--- src/verilog/sas_defs.svh ---
/*
 * Register select codes, field positions, reset values and divide
 * periods of the serial adapter.
 * Assumes inclusion by bare name from package and modules.
 */
`ifndef SAS_DEFS_SVH
`define SAS_DEFS_SVH

// ****************************************************
// Register select codes
// ****************************************************
`define SAS_RS_CTRL    1'b0
`define SAS_RS_DATA    1'b1

// ****************************************************
// Control fields
// ****************************************************
`define SAS_DIV_MSB    1
`define SAS_DIV_LSB    0
`define SAS_FMT_MSB    4
`define SAS_FMT_LSB    2
`define SAS_TXC_MSB    6
`define SAS_TXC_LSB    5
`define SAS_RIE_BIT    7
`define SAS_RTS_BIT    6
`define SAS_DIV_1      2'h0
`define SAS_DIV_16     2'h1
`define SAS_DIV_64     2'h2
`define SAS_DIV_MRESET 2'h3
`define SAS_TXC_INT    2'h1
`define SAS_TXC_BRK    2'h3
`define SAS_CTRL_RST   8'h03

// ****************************************************
// Status bit positions
// ****************************************************
`define SAS_ST_FULL    0
`define SAS_ST_TEMPTY  1
`define SAS_ST_DCD     2
`define SAS_ST_CTS     3
`define SAS_ST_FE      4
`define SAS_ST_OVR     5
`define SAS_ST_PE      6
`define SAS_ST_IRQ     7

// ****************************************************
// Baud clock edges per bit
// ****************************************************
`define SAS_PER_1      7'h01
`define SAS_PER_16     7'h10
`define SAS_PER_64     7'h40

`endif

--- src/verilog/sas_pkg.sv ---
/*
 * Types and shared functions of the serial adapter.
 * Assumes sas_defs.svh is on the include path.
 */
`include "sas_defs.svh"

package sas_pkg;

	// Pin bundle passed through the input synchroniser
	typedef struct packed {
		logic       cs0;
		logic       cs1;
		logic       cs2_n;
		logic       rs;
		logic       rw;
		logic       en;
		logic [7:0] d;
		logic       rxd;
		logic       cts_n;
		logic       dcd_n;
		logic       baud;
	} sas_pins_t;

	// Decoded character format
	typedef struct packed {
		logic eight;
		logic two_stop;
		logic par_en;
		logic odd;
	} sas_fmt_t;

	typedef enum logic [2:0] {
		SER_IDLE  = 3'h0,
		SER_START = 3'h1,
		SER_DATA  = 3'h3,
		SER_PAR   = 3'h2,
		SER_STOP  = 3'h6
	} sas_ser_st_t;

	// Format code to word length, stop bits and parity
	function automatic sas_fmt_t sas_fmt_decode(input logic [2:0] f);
		sas_fmt_t r;
		r.eight    = f[2];
		r.two_stop = (f[2:1] == 2'h0) || (f == 3'h4);
		r.par_en   = (f[2:1] != 2'h2);
		r.odd      = f[0];
		return r;
	endfunction

	// Divide select to baud clock edges per bit
	function automatic logic [6:0] sas_period(input logic [1:0] div);
		logic [6:0] p;
		p = `SAS_PER_1;
		if (div == `SAS_DIV_16) begin
			p = `SAS_PER_16;
		end else if (div == `SAS_DIV_64) begin
			p = `SAS_PER_64;
		end
		return p;
	endfunction

endpackage

--- src/verilog/sas_ser_if.sv ---
/*
 * Carrier between the adapter core and its serial engines.
 * Assumes all signals are driven on clk_i of the top module.
 */
interface sas_ser_if;
	logic       edge_p;
	logic       tick_p;
	logic [1:0] div;
	logic [2:0] fmt;
	logic       mr;
	logic       go;
	logic [7:0] tdr;
	logic       tx_busy;
	logic       tx_txd;
	logic       rxd;
	logic       rx_done;
	logic [7:0] rx_data;
	logic       rx_fe;
	logic       rx_pe;

	modport ctl_mp (output edge_p, tick_p, div, fmt, mr, go, tdr, rxd,
		input tx_busy, tx_txd, rx_done, rx_data, rx_fe, rx_pe);
	modport tx_mp (input tick_p, fmt, mr, go, tdr,
		output tx_busy, tx_txd);
	modport rx_mp (input edge_p, div, fmt, mr, rxd,
		output rx_done, rx_data, rx_fe, rx_pe);
endinterface

--- src/verilog/sas_rx.sv ---
/*
 * Receive shifter sampling each bit near its centre.
 * Assumes edge_p marks each baud clock rising edge, rxd synchronised.
 */
module sas_rx
	import sas_pkg::*;
(
	input  wire logic clk_i,
	input  wire logic rst_b_i,
	sas_ser_if.rx_mp  ser
);

	typedef struct packed {
		sas_ser_st_t st;
		logic [6:0]  cnt;
		logic [2:0]  idx;
		logic [7:0]  data;
		logic        par;
		logic        done;
		logic        fe;
		logic        pe;
	} rx_state_t;

	localparam rx_state_t RX_RST = '{st: SER_IDLE, default: '0};

	rx_state_t  r_reg;
	rx_state_t  r_next;
	sas_fmt_t   fmt;
	logic [6:0] per;
	logic [6:0] half;

	assign fmt         = sas_fmt_decode(ser.fmt);
	assign per         = sas_period(ser.div);
	assign half        = per >> 1;
	assign ser.rx_done = r_reg.done;
	assign ser.rx_data = r_reg.data;
	assign ser.rx_fe   = r_reg.fe;
	assign ser.rx_pe   = r_reg.pe;

	// Start hunt, then one centre sample per bit period
	always_comb begin
		r_next      = r_reg;
		r_next.done = 1'b0;
		if (ser.edge_p) begin
			if (r_reg.st == SER_IDLE) begin
				if (!ser.rxd) begin
					r_next.st  = SER_START;
					r_next.cnt = (half == 7'h0) ? 7'h0 : half - 7'h1;
				end
			end else if (r_reg.cnt != 7'h0) begin
				r_next.cnt = r_reg.cnt - 7'h1;
			end else begin
				r_next.cnt = per - 7'h1;
				case (r_reg.st)
					SER_START: begin
						r_next.st   = ser.rxd ? SER_IDLE : SER_DATA;
						r_next.idx  = 3'h0;
						r_next.data = 8'h00;
						r_next.par  = fmt.odd;
						r_next.pe   = 1'b0;
					end
					SER_DATA: begin
						r_next.data[r_reg.idx] = ser.rxd;
						r_next.par = r_reg.par ^ ser.rxd;
						if (r_reg.idx == (fmt.eight ? 3'h7 : 3'h6)) begin
							r_next.st = fmt.par_en ? SER_PAR : SER_STOP;
						end else begin
							r_next.idx = r_reg.idx + 3'h1;
						end
					end
					SER_PAR: begin
						r_next.pe = r_reg.par ^ ser.rxd;
						r_next.st = SER_STOP;
					end
					SER_STOP: begin
						r_next.fe   = !ser.rxd;
						r_next.done = 1'b1;
						r_next.st   = SER_IDLE;
					end
					default: begin
						r_next.st = SER_IDLE;
					end
				endcase
			end
		end
		if (!rst_b_i || ser.mr) begin
			r_next = RX_RST;
		end
	end

	// State register
	always_ff @(posedge clk_i) begin
		r_reg <= r_next;
	end

endmodule

--- src/verilog/sas_top.sv ---
/*
 * Asynchronous serial adapter: bus selection, control and status
 * registers, receive data register, divider and modem lines.
 * Assumes bus and modem pins are asynchronous to clk_i and that
 * the enable strobe lasts several clk_i periods.
 */
`include "sas_defs.svh"

// Overview of operation
// - Respond only with both high selects and the low select asserted.
// - Transfers happen during enable high; read/write sets direction.
// - Control bits 1:0 divide by 1, 16, 64; code 11 master resets.
// - Control bits 4:2 choose data bits, stop bits and parity.
// - Control bits 6:5 set request line, transmit interrupt and break.
// - Control bit 7 enables receive interrupts.
// - Select low with read returns the status byte.
// - Receive-full sets on data transfer; clears on data read, reset.
// - Carrier absent forces receive-full to read empty.
// - Transmit-empty low after data write until the idle transmitter takes it.
// - Carrier-loss latches; cleared by status then data read.
// - Carrier-loss raises interrupt when receive interrupts enabled.
// - Bit 3 mirrors clear-to-send; high inhibits transmit-empty.
// - Framing error set when first stop bit missing.
// - Overrun begins at last bit of second unread character.
// - Overrun shows after prior character read; clears on data read.
// - Parity error when ones count disagrees with odd/even choice.
// - No-parity formats suppress parity generation and checking.
// - Status bit 7 high exactly while interrupt output is low.
// - Divide-by-16 uses a baud clock sixteen times the bit rate.
// - Divide-by-64 runs at quarter rate; divide-by-1 takes one baud edge per bit.
module sas_top
	import sas_pkg::*;
(
	input  wire logic       clk_i,
	input  wire logic       rst_b_i,
	input  wire logic       chip_sel_0_i,
	input  wire logic       chip_sel_1_i,
	input  wire logic       chip_sel_2_n_i,
	input  wire logic       reg_select_i,
	input  wire logic       rw_i,
	input  wire logic       enable_i,
	input  wire logic [7:0] data_i,
	output logic [7:0]      data_o,
	output logic            data_oe_n_o,
	output logic            irq_n_o,
	input  wire logic       baud_switch_clk_i,
	input  wire logic       rxd_i,
	output logic            txd_o,
	output logic            rts_n_o,
	input  wire logic       cts_n_i,
	input  wire logic       dcd_n_i
);

	typedef struct packed {
		sas_pins_t  s1;
		sas_pins_t  s2;
		logic       en_q;
		logic       baud_q;
		logic       dcd_q;
		logic [6:0] div_cnt;
		logic       edge_p;
		logic       tick_p;
		logic       acc_sel;
		logic       acc_rs;
		logic       acc_rw;
		logic [7:0] acc_d;
		logic [7:0] ctrl;
		logic [7:0] tdr;
		logic       tx_empty_flag;
		logic       go;
		logic [7:0] rx_data_reg;
		logic       full;
		logic       fe;
		logic       pe;
		logic       ovr_pend;
		logic       ovr;
		logic       dcd_flag;
		logic       stat_rd;
		logic [7:0] dout;
		logic       oe_n;
		logic       irq_n;
		logic       txd;
	} top_state_t;

	// Power-up leaves the adapter in master reset
	localparam top_state_t TOP_RST = '{ctrl: `SAS_CTRL_RST,
		tx_empty_flag: 1'b1, oe_n: 1'b1, irq_n: 1'b1, txd: 1'b1, default: '0};

	top_state_t r_reg;
	top_state_t r_next;
	sas_pins_t  pins;
	sas_ser_if  ser ();

	// ****************************************************
	// Pin bundle and engine hookup
	// ****************************************************

	// Gather asynchronous pins for the synchroniser
	always_comb begin
		pins.cs0   = chip_sel_0_i;
		pins.cs1   = chip_sel_1_i;
		pins.cs2_n = chip_sel_2_n_i;
		pins.rs    = reg_select_i;
		pins.rw    = rw_i;
		pins.en    = enable_i;
		pins.d     = data_i;
		pins.rxd   = rxd_i;
		pins.cts_n = cts_n_i;
		pins.dcd_n = dcd_n_i;
		pins.baud  = baud_switch_clk_i;
	end

	// Engine controls straight from registers
	assign ser.edge_p = r_reg.edge_p;
	assign ser.tick_p = r_reg.tick_p;
	assign ser.div    = r_reg.ctrl[`SAS_DIV_MSB:`SAS_DIV_LSB];
	assign ser.fmt    = r_reg.ctrl[`SAS_FMT_MSB:`SAS_FMT_LSB];
	assign ser.mr     = (ser.div == `SAS_DIV_MRESET);
	assign ser.go     = r_reg.go;
	assign ser.tdr    = r_reg.tdr;
	assign ser.rxd    = r_reg.s2.rxd;

	sas_tx u_tx (
		.clk_i   (clk_i),
		.rst_b_i (rst_b_i),
		.ser     (ser)
	);

	sas_rx u_rx (
		.clk_i   (clk_i),
		.rst_b_i (rst_b_i),
		.ser     (ser)
	);

	// ****************************************************
	// Next-state logic
	// ****************************************************

	// Bus, flags, divider and interrupt update
	always_comb begin
		logic       sel_now;
		logic       en_fall;
		logic [6:0] per;
		logic       cts_hi;
		logic       full_vis;
		logic [7:0] status;
		logic       rx_irq;
		logic       tx_irq;
		r_next   = r_reg;
		rx_irq   = 1'b0;
		tx_irq   = 1'b0;
		sel_now  = r_reg.s2.cs0 && r_reg.s2.cs1 && !r_reg.s2.cs2_n;
		en_fall  = r_reg.en_q && !r_reg.s2.en;
		per      = sas_period(ser.div);
		cts_hi   = r_reg.s2.cts_n;
		full_vis = r_reg.full && !r_reg.s2.dcd_n;
		status   = {!r_reg.irq_n, r_reg.pe, r_reg.ovr, r_reg.fe,
			cts_hi, r_reg.dcd_flag, r_reg.tx_empty_flag && !cts_hi,
			full_vis};

		// Two-stage synchroniser and edge history
		r_next.s1     = pins;
		r_next.s2     = r_reg.s1;
		r_next.en_q   = r_reg.s2.en;
		r_next.baud_q = r_reg.s2.baud;
		r_next.dcd_q  = r_reg.s2.dcd_n;

		// Baud edge and bit tick divider
		r_next.edge_p = r_reg.s2.baud && !r_reg.baud_q;
		r_next.tick_p = 1'b0;
		if (r_next.edge_p) begin
			if (r_reg.div_cnt >= per - 7'h1) begin
				r_next.div_cnt = 7'h0;
				r_next.tick_p  = 1'b1;
			end else begin
				r_next.div_cnt = r_reg.div_cnt + 7'h1;
			end
		end

		// Capture the access while enable is high
		if (r_reg.s2.en) begin
			r_next.acc_sel = sel_now;
			r_next.acc_rs  = r_reg.s2.rs;
			r_next.acc_rw  = r_reg.s2.rw;
			r_next.acc_d   = r_reg.s2.d;
		end

		// Drive read data during enable only
		r_next.oe_n = 1'b1;
		if (r_reg.s2.en && sel_now && r_reg.s2.rw) begin
			r_next.oe_n = 1'b0;
			if (r_reg.s2.rs == `SAS_RS_DATA) begin
				r_next.dout = r_reg.rx_data_reg;
			end else begin
				r_next.dout = status;
			end
		end

		// Hand the data register to the transmitter
		r_next.go = 1'b0;
		if (!r_reg.tx_empty_flag && !ser.tx_busy && !r_reg.go && !ser.mr) begin
			r_next.go   = 1'b1;
			r_next.tx_empty_flag = 1'b1;
		end

		// Access takes effect at the end of enable
		if (en_fall && r_reg.acc_sel) begin
			if (!r_reg.acc_rw) begin
				if (r_reg.acc_rs == `SAS_RS_CTRL) begin
					r_next.ctrl = r_reg.acc_d;
				end else begin
					r_next.tdr  = r_reg.acc_d;
					r_next.tx_empty_flag = 1'b0;
				end
			end else if (r_reg.acc_rs == `SAS_RS_CTRL) begin
				r_next.stat_rd = r_reg.dcd_flag;
			end else begin
				if (r_reg.ovr) begin
					r_next.ovr  = 1'b0;
					r_next.full = 1'b0;
				end else if (r_reg.ovr_pend) begin
					r_next.ovr      = 1'b1;
					r_next.ovr_pend = 1'b0;
				end else begin
					r_next.full = 1'b0;
				end
				if (r_reg.stat_rd) begin
					r_next.dcd_flag = r_reg.s2.dcd_n;
					r_next.stat_rd  = 1'b0;
				end
			end
		end

		// Carrier loss latches, winning over a clear
		if (r_reg.s2.dcd_n && !r_reg.dcd_q) begin
			r_next.dcd_flag = 1'b1;
		end

		// Received character lands or overruns
		if (ser.rx_done) begin
			if (!r_next.full) begin
				r_next.rx_data_reg  = ser.rx_data;
				r_next.full = 1'b1;
				r_next.fe   = ser.rx_fe;
				r_next.pe   = ser.rx_pe;
			end else if (!r_next.ovr) begin
				r_next.ovr_pend = 1'b1;
			end
		end

		// Master reset clears flags, sets transmit-empty, loads carrier-loss from its pin, keeps clear-to-send
		if (ser.mr) begin
			r_next.full     = 1'b0;
			r_next.fe       = 1'b0;
			r_next.pe       = 1'b0;
			r_next.ovr      = 1'b0;
			r_next.ovr_pend = 1'b0;
			r_next.dcd_flag = r_reg.s2.dcd_n;
			r_next.stat_rd  = 1'b0;
			r_next.tx_empty_flag     = 1'b1;
			r_next.go       = 1'b0;
		end

		// Interrupt request from enabled conditions
		rx_irq = r_reg.ctrl[`SAS_RIE_BIT] && (full_vis || r_reg.ovr ||
			r_reg.dcd_flag);
		tx_irq = (r_reg.ctrl[`SAS_TXC_MSB:`SAS_TXC_LSB] == `SAS_TXC_INT) &&
			r_reg.tx_empty_flag && !cts_hi;
		r_next.irq_n = !(rx_irq || tx_irq);

		// Serial output with break override
		if (r_reg.ctrl[`SAS_TXC_MSB:`SAS_TXC_LSB] == `SAS_TXC_BRK) begin
			r_next.txd = 1'b0;
		end else begin
			r_next.txd = ser.tx_txd;
		end

		if (!rst_b_i) begin
			r_next = TOP_RST;
		end
	end

	// State register
	always_ff @(posedge clk_i) begin
		r_reg <= r_next;
	end

	// ****************************************************
	// Outputs
	// ****************************************************

	assign data_o      = r_reg.dout;
	assign data_oe_n_o = r_reg.oe_n;
	assign irq_n_o     = r_reg.irq_n;
	assign txd_o       = r_reg.txd;
	assign rts_n_o     = r_reg.ctrl[`SAS_RTS_BIT];

endmodule

--- src/verilog/sas_tx.sv ---
/*
 * Transmit shifter: start, data LSB first, parity, stop bits.
 * Assumes one tick_p pulse per bit time and go only while idle.
 */
module sas_tx
	import sas_pkg::*;
(
	input  wire logic clk_i,
	input  wire logic rst_b_i,
	sas_ser_if.tx_mp  ser
);

	typedef struct packed {
		sas_ser_st_t st;
		logic        pend;
		logic [7:0]  shift;
		logic [2:0]  idx;
		logic        par;
		logic        stop2;
		logic        txd;
	} tx_state_t;

	localparam tx_state_t TX_RST = '{st: SER_IDLE, txd: 1'b1, default: '0};

	tx_state_t r_reg;
	tx_state_t r_next;
	sas_fmt_t  fmt;

	assign fmt         = sas_fmt_decode(ser.fmt);
	assign ser.tx_busy = r_reg.pend || (r_reg.st != SER_IDLE);
	assign ser.tx_txd  = r_reg.txd;

	// Bit sequencer, advances once per bit tick
	always_comb begin
		r_next = r_reg;
		if (ser.go && !ser.tx_busy) begin
			r_next.pend  = 1'b1;
			r_next.shift = ser.tdr;
		end
		if (ser.tick_p) begin
			case (r_reg.st)
				SER_IDLE: begin
					if (r_reg.pend) begin
						r_next.pend = 1'b0;
						r_next.st   = SER_START;
						r_next.txd  = 1'b0;
						r_next.idx  = 3'h0;
						r_next.par  = fmt.odd;
					end
				end
				SER_START, SER_DATA: begin
					if (r_reg.st == SER_DATA &&
						r_reg.idx == (fmt.eight ? 3'h7 : 3'h6)) begin
						r_next.st    = fmt.par_en ? SER_PAR : SER_STOP;
						r_next.txd   = fmt.par_en ? r_reg.par : 1'b1;
						r_next.stop2 = fmt.two_stop;
					end else begin
						if (r_reg.st == SER_DATA) begin
							r_next.idx = r_reg.idx + 3'h1;
						end
						r_next.st    = SER_DATA;
						r_next.txd   = r_reg.shift[0];
						r_next.par   = r_reg.par ^ r_reg.shift[0];
						r_next.shift = {1'b0, r_reg.shift[7:1]};
					end
				end
				SER_PAR: begin
					r_next.st  = SER_STOP;
					r_next.txd = 1'b1;
				end
				SER_STOP: begin
					if (r_reg.stop2) begin
						r_next.stop2 = 1'b0;
					end else begin
						r_next.st = SER_IDLE;
					end
				end
				default: begin
					r_next = TX_RST;
				end
			endcase
		end
		if (!rst_b_i || ser.mr) begin
			r_next = TX_RST;
		end
	end

	// State register
	always_ff @(posedge clk_i) begin
		r_reg <= r_next;
	end

endmodule
--- config.mk ---
export PLATFORM = sky130hd
export DESIGN_NAME = sas_top
export DESIGN_NICKNAME = d
export VERILOG_FILES = /design/src/verilog/sas_pkg.sv /design/src/verilog/sas_ser_if.sv /design/src/verilog/sas_rx.sv /design/src/verilog/sas_top.sv /design/src/verilog/sas_tx.sv
export VERILOG_INCLUDE_DIRS = /design/src /design/src/verilog
export SDC_FILE = /design/constraint.sdc
export NUM_CORES = 1
export LEC_CHECK = 0
export ABC_AREA = 1
export BUFFER_PORTS_ARGS = -buffer_cell sky130_fd_sc_hd__buf_2
export CAP_MARGIN = 20
export CORE_MARGIN = 3
export CORE_UTILIZATION = 61
export DETAILED_ROUTE_END_ITERATION = 10
export PLACE_DENSITY_LB_ADDON = 0.2
export SLEW_MARGIN = 15
export SYNTH_ARGS = -nofsm -noshare
export SYNTH_HDL_FRONTEND = slang
export SYNTH_SLANG_ARGS = --single-unit
export TNS_END_PERCENT = 30
--- constraint.sdc ---
create_clock -name clk_i -period 2 [get_ports clk_i]
set_input_delay 0.3 -clock clk_i [delete_from_list [all_inputs] [get_ports clk_i]]
set_output_delay 0.3 -clock clk_i [all_outputs]
set_load 0.01 [all_outputs]
# [Word level (Yosys, flattened, before mapping)]
# Cells that the tools add are included.
[totals] ff_bits=146 inputBits=20 output_inout_bits=12 wordCells=250
[classes] n_addsub=6 order_cmp=3 eq_ne=26 muxes=65 bitwise_logic=12 n_reduce_logical=75
[ops] operator="7-bit two-way mux" n=5
[ops] operator="1-bit two-way mux" n=24
[ops] operator="3-bit two-way mux" n=8
[ops] operator="12-bit one-hot mux with 2 select lines" n=1
[ops] operator="4-bit AND reduction" n=6
[ops] operator="10-bit two-way mux" n=2
[ops] operator="4-bit two-way mux" n=5
[ops] operator="1-bit logical AND" n=19
[ops] operator="8-bit one-hot mux with 2 select lines" n=1
[ops] operator="15-bit two-way mux" n=1
[ops] operator="3-bit AND reduction" n=5
[ops] operator="3-bit nonzero test" n=5
[ops] operator="1-bit logical NOT" n=14
[ops] operator="7-bit by 1-bit subtractor with 7-bit output, second input constant" n=2
[ops] operator="3-bit by 2-bit == test with 1-bit output, second input constant" n=4
[ops] operator="12-bit two-way mux" n=1
[ops] operator="2-bit two-way mux" n=6
[ops] operator="3-bit one-hot mux with 4 select lines" n=1
[ops] operator="4-bit one-hot mux with 3 select lines" n=1
[ops] operator="2-bit != test, second input constant" n=5
[ops] operator="1-bit NOT" n=10
[ops] operator="5-bit AND reduction" n=2
[ops] operator="3-bit == test, second input constant" n=3
[ops] operator="9-bit two-way mux" n=1
[ops] operator="29 further kinds" n=55

# [Logic depth before layout (Yosys ltp)]
[logic_depth] depth_word=10 ltp_mapped=11 mapped_depth_nobuf=11

# [Cells and area by module]
# From an unflattened synthesis, not the netlist that was laid out.
[hier_totals] cells_unflattened=875 hier_area_um2=6590.1
[by_module_without_submodules] mod="sas_top" instances=1 cells_each=492 area_per_inst_um2=3890.0 seq_area_each_um2=2062.0
[by_module_without_submodules] mod="sas_rx" instances=1 cells_each=223 area_per_inst_um2=1586.5 seq_area_each_um2=500.5
[by_module_without_submodules] mod="sas_tx" instances=1 cells_each=160 area_per_inst_um2=1113.6 seq_area_each_um2=360.3

# [Worst setup path before layout]
# OpenSTA, ideal clock, no wires.
[synth_timing] path_kind="reg-to-reg" from="reg r_reg[36] (netlist name)" to="reg r_reg[59] (netlist name)" setup_ns=0.066 arrival_ns=1.787 required_time_ns=1.934 path_slack_ns=0.148 stages_incl_launch_ff=12 n_path_buf=0 period_less_slack_ns=1.852 cell_sequence="dfxtp_1 > inv_1 > ha_1 > xnor2_1 > ha_1 > nand3_1 > nor2_1 > nor3_1 > nand2_1 > nand2_1 > nand2_1 > nor2_1"
[synth_between] elab_chain_cells=6 word_cells_on_any_way=7 classes_between="add/sub (1); order compare (1); eq/ne (2); mux (3)"
[synth_rtl] element="start: declaration" line_no="sas_top.sv:89" text="top_state_t r_reg;"
[synth_rtl] element="start signal: assignment" line_no="sas_top.sv:285" text="r_reg <= r_next;"
[synth_rtl] element="2-bit == test (no line)"
[synth_rtl] element="7-bit two-way mux" line_no="sas_pkg.sv:56" text="end else if (div == `SAS_DIV_64) begin"
[synth_rtl] element="7-bit two-way mux (*)" line_no="sas_pkg.sv:54" text="if (div == `SAS_DIV_16) begin"
[synth_rtl] element="7-bit by 1-bit subtractor with 7-bit output (*)" line_no="sas_top.sv:172" text="if (r_reg.div_cnt >= per - 7'h1) begin"
[synth_rtl] element="7-bit greater-or-equal comparator (*)" line_no="sas_top.sv:172"
[synth_rtl] element="7-bit two-way mux (*)" line_no="sas_top.sv:172"
# Mark *: on every way between the ends. The rest lies on a longest branch, timed or not.
# A chain may end at the register's enable or synchronous reset.

# [Final worst setup path]
# Ends and elaborated chain as after synthesis.

==> results_dict.tcl <==
set metrics [dict create \
    max_stage_delay_ns 0.37 \
    drive_above_1_share_pct 12.7 \
    crit_type "flip-flop to flip-flop" \
    diodes 0 \
    htreeDepth 4 \
    max-vdd-ir-drop_uv 831 \
    fmaxAchievable_mhz 518 \
    seqPwrFrac_pct 48.5 \
    grt_use_met3_pct 6.51 \
    syn-num-nets 915 \
    cp-start-kind "flip-flop" \
    synth_xor_area_share_pct 1.24 \
    cp_num_buf_inv 1 \
    outcome "completed" \
    stdcell_count 1077 \
    pin_count 32 \
    overflow 0 \
    synthAdderAreaFrac_pct 2.36 \
    reg2reg_depth 11 \
    synth_compound_area_share_pct 11.8 \
    viasPerCell 5.29 \
    grt_util_met2_pct 42.6 \
    cts_root_buffer "clkbuf_8" \
    drc 0 \
    clkSlewWorstSetupHoldPaths_ns 0.07 \
    grt_max_degree 85 \
    synth_area_leader_cell "dfxtp_1" \
    fp.dieH_um 108 \
    yosysWarningCount 0 \
    synth_ff_type "dfxtp_1" \
    hold_violations 0 \
    antenna_found_initial 0 \
    finalSetupViolCount 0 \
    dieArea_um2 11700 \
    port_buffers 31 \
    vias 5701 \
    pwr-share-clk_pct 48.9 \
    synth_top_area_share_pct 45.9 \
    hold_class "primary input to flip-flop" \
    cts_sinks 146 \
    grt_use_met1_pct 31.7 \
    max-cap-violations 0 \
    swShare_pct 24.6 \
    wire_per_inst_um 13.0 \
    cts_tree "yes" \
    first_iter_violations 444 \
    ant_nets 0 \
    slew_headroom_pct 50.5 \
    cp_cell_sequence "inv_4 > ha_4 > xnor2_4 > ha_1 > nand3_2 > nor2_1 > nor3_2 > nand2_1 > nand2_2 > nand2_4 > nor2_2" \
    largest_reg_flops 79 \
    synth_mux_area_share_pct 0 \
    grt.busiest_layer "met2" \
    worst_setup_path_end_kind "flip-flop" \
    placed_cells 1025 \
    crit_fanout 5 \
    num_rows 36 \
    synth_simple_gate_area_share_pct 28.8 \
    p_switching_w 0.00151 \
    syn_area_um2 6370 \
    track_usage_pct 25.2 \
    finClkSkew_ns 0.00905 \
    hold_path_depth 3 \
    final_nets 963 \
    syn_area_per_cell_um2 7.21 \
    critPathArrivalTime_ns 2.39 \
    powerDensity_nw_per_um2 824 \
    synth-edff-count 0 \
    start_util_pct 64.0 \
    slowest_stage "dfxtp_4" \
    grt_pass1_vias 5366 \
    required_ns 2.46 \
    dp_hpwl_mm 9.09 \
    clockBufferDepth 2 \
    post-route-period-util_pct 96.6 \
    numCtsBuffers 17 \
    clk-insertion-delay-late_ns 0.52 \
    dr.pass1.iters 7 \
    tightest_slew_ns 0.743 \
    ys_seq_elements 146 \
    grt_first_pass_wirelength_mm 23.9 \
    internal_power_w 0.00463 \
    wl_mm 14.0 \
    cp_top_family "simple AND/OR/NAND/NOR gates" \
    die_width_um 108 \
    finalWeightedCongestion 0.843 \
    cp.depth 11 \
    area_growth_pct 17.1 \
    synth_top_family_by_area "simple AND/OR/NAND/NOR gates" \
    async_reset_ff_share_pct 0 \
    ys_types 39 \
    final_max_slew_viol_count 0 \
    yosysSeqAreaShare_pct 45.9 \
    period_needed_ns 1.93 \
    finalPower_w 0.00615 \
    ff2ff_setup_slack_ns 0.07 \
    setup-tns-final_ns 0 \
    cellLeakagePower_nw 3.28 \
    power_frac_comb_pct 2.6 \
    syn_inst 883 \
    core_um2 9950 \
    yosys-top-cells-area "dfxtp_1 (46%), nand2_1 (13%), nor2_1 (6.4%), inv_1 (6.4%), a21oi_1 (4.6%)" \
]
-- metrics by stage --
stage	hold WS [ns]	setup slack (ns)	util [%]	cell area, um2
2_1_floorplan	0.390	0.148	-	6370
3_3_place_gp	0.394	0.00622	66.2	6590
3_5_place_dp	0.398	-0.249	66.2	6590
4_1_cts	0.142	0.0264	74.1	7370
5_1_grt	0.166	-0.0417	74.9	7460
6_report	0.147	0.0687	74.9	7460
-- cells in the mapped netlist, types with 2 or more instances --
cell	number
ha_1	12
a31oi_1	7
inv_4	2
nand4_1	5
dfxtp_1	146
o31ai_1	2
o21ai_0	55
o21ai_1	16
buf_1	2
nand3b_1	17
nor2_2	5
nand2_1	218
nand2_2	2
a211oi_1	2
nand3_2	3
nor2_1	109
xnor2_1	4
nor3_1	5
buf_4	10
buf_2	2
nor2_4	5
inv_1	108
xor2_1	5
inv_2	7
clkbuf_1	17
nand3_1	47
a21oi_1	58
-- logic make-up after synthesis --
group,after synthesis
buf+inv,151
xor+xnor,9
fa+ha+maj,12
compound gates,144
flops,146
simple gates,421
-- final timing paths --
kind | start | endpoint
setup reg to reg | r_reg[36]$_SDFFE_PN1P_ | r_reg[59]$_SDFFE_PN0P_
hold reg to reg | r_reg[100]$_SDFF_PN0_ | r_reg[82]$_SDFF_PN0_
setup / recovery | r_reg[36]$_SDFFE_PN1P_ | r_reg[59]$_SDFFE_PN0P_
hold / removal | rst_b_i | ser.tick_p$_SDFF_PN0_
-- area by class of cell --
class                           instances  area, um2
Sequential cell                       146       2930
Multi-Input combinational cell        586       2910
Fill cell                             737       2490
Inverter                              118        450
Timing Repair Buffer                   62        433
Clock buffer                           17        414
Tap cell                              133        166
Clock inverter                         15        155
-- layout by cell type (no fill, tap or decap), types with 5 or more instances in the layout --
master and n:
nand2_1 216, inv_8 5, nor2_2 7, nand3_1 46, inv_6 7, xor2_1 5
ha_1 9, dfxtp_1 144, nand4_1 5, buf_2 31, dlygate4sd3_1 18, a21oi_1 58
clkbuf_16 16, nand3b_1 17, inv_1 107, buf_4 13, o21ai_1 16, nor2_1 105
a31oi_1 7, nor2_4 7, o21ai_0 55, inv_2 7
-- metal layers --
metal  vias up  wire (um)
li1       2893          -
met1      2622       6230
met2       159       6860
met3        27        690
met4         0        261
met5         -          0
-- worst register-to-register path, stage by stage, from the launching register on --
cell	delay, ns
dfxtp_4	0.37
inv_4	0.05
ha_4	0.17
xnor2_4	0.14
ha_1	0.34
nand3_2	0.10
nor2_1	0.05
nor3_2	0.19
nand2_1	0.11
nand2_2	0.10
nand2_4	0.09
nor2_2	0.14
-- power by group through the flow --
stage	Clock [W]	Sequential, W	Combinational [W]
floorplan	0	0.00304	0.0000867
global placement	0	0.00304	0.000118
detailed placement	0	0.00304	0.000122
CTS	0.00304	0.00298	0.000150
global route	0.00318	0.00298	0.000183
finish	0.00301	0.00298	0.000160
-- timing repair --
item / in CTS / in global routing
setup buffers: 2 / 0
endpoints found under the setup margin: 8 / 7
cloned: 0 / 0
hold endpoints to repair: 18 / 0
gates resized for setup: 5 / 18
hold buffers: 18 / 0
pin swaps: 3 / 7
Note: power is estimated with default switching activity, not from simulation.
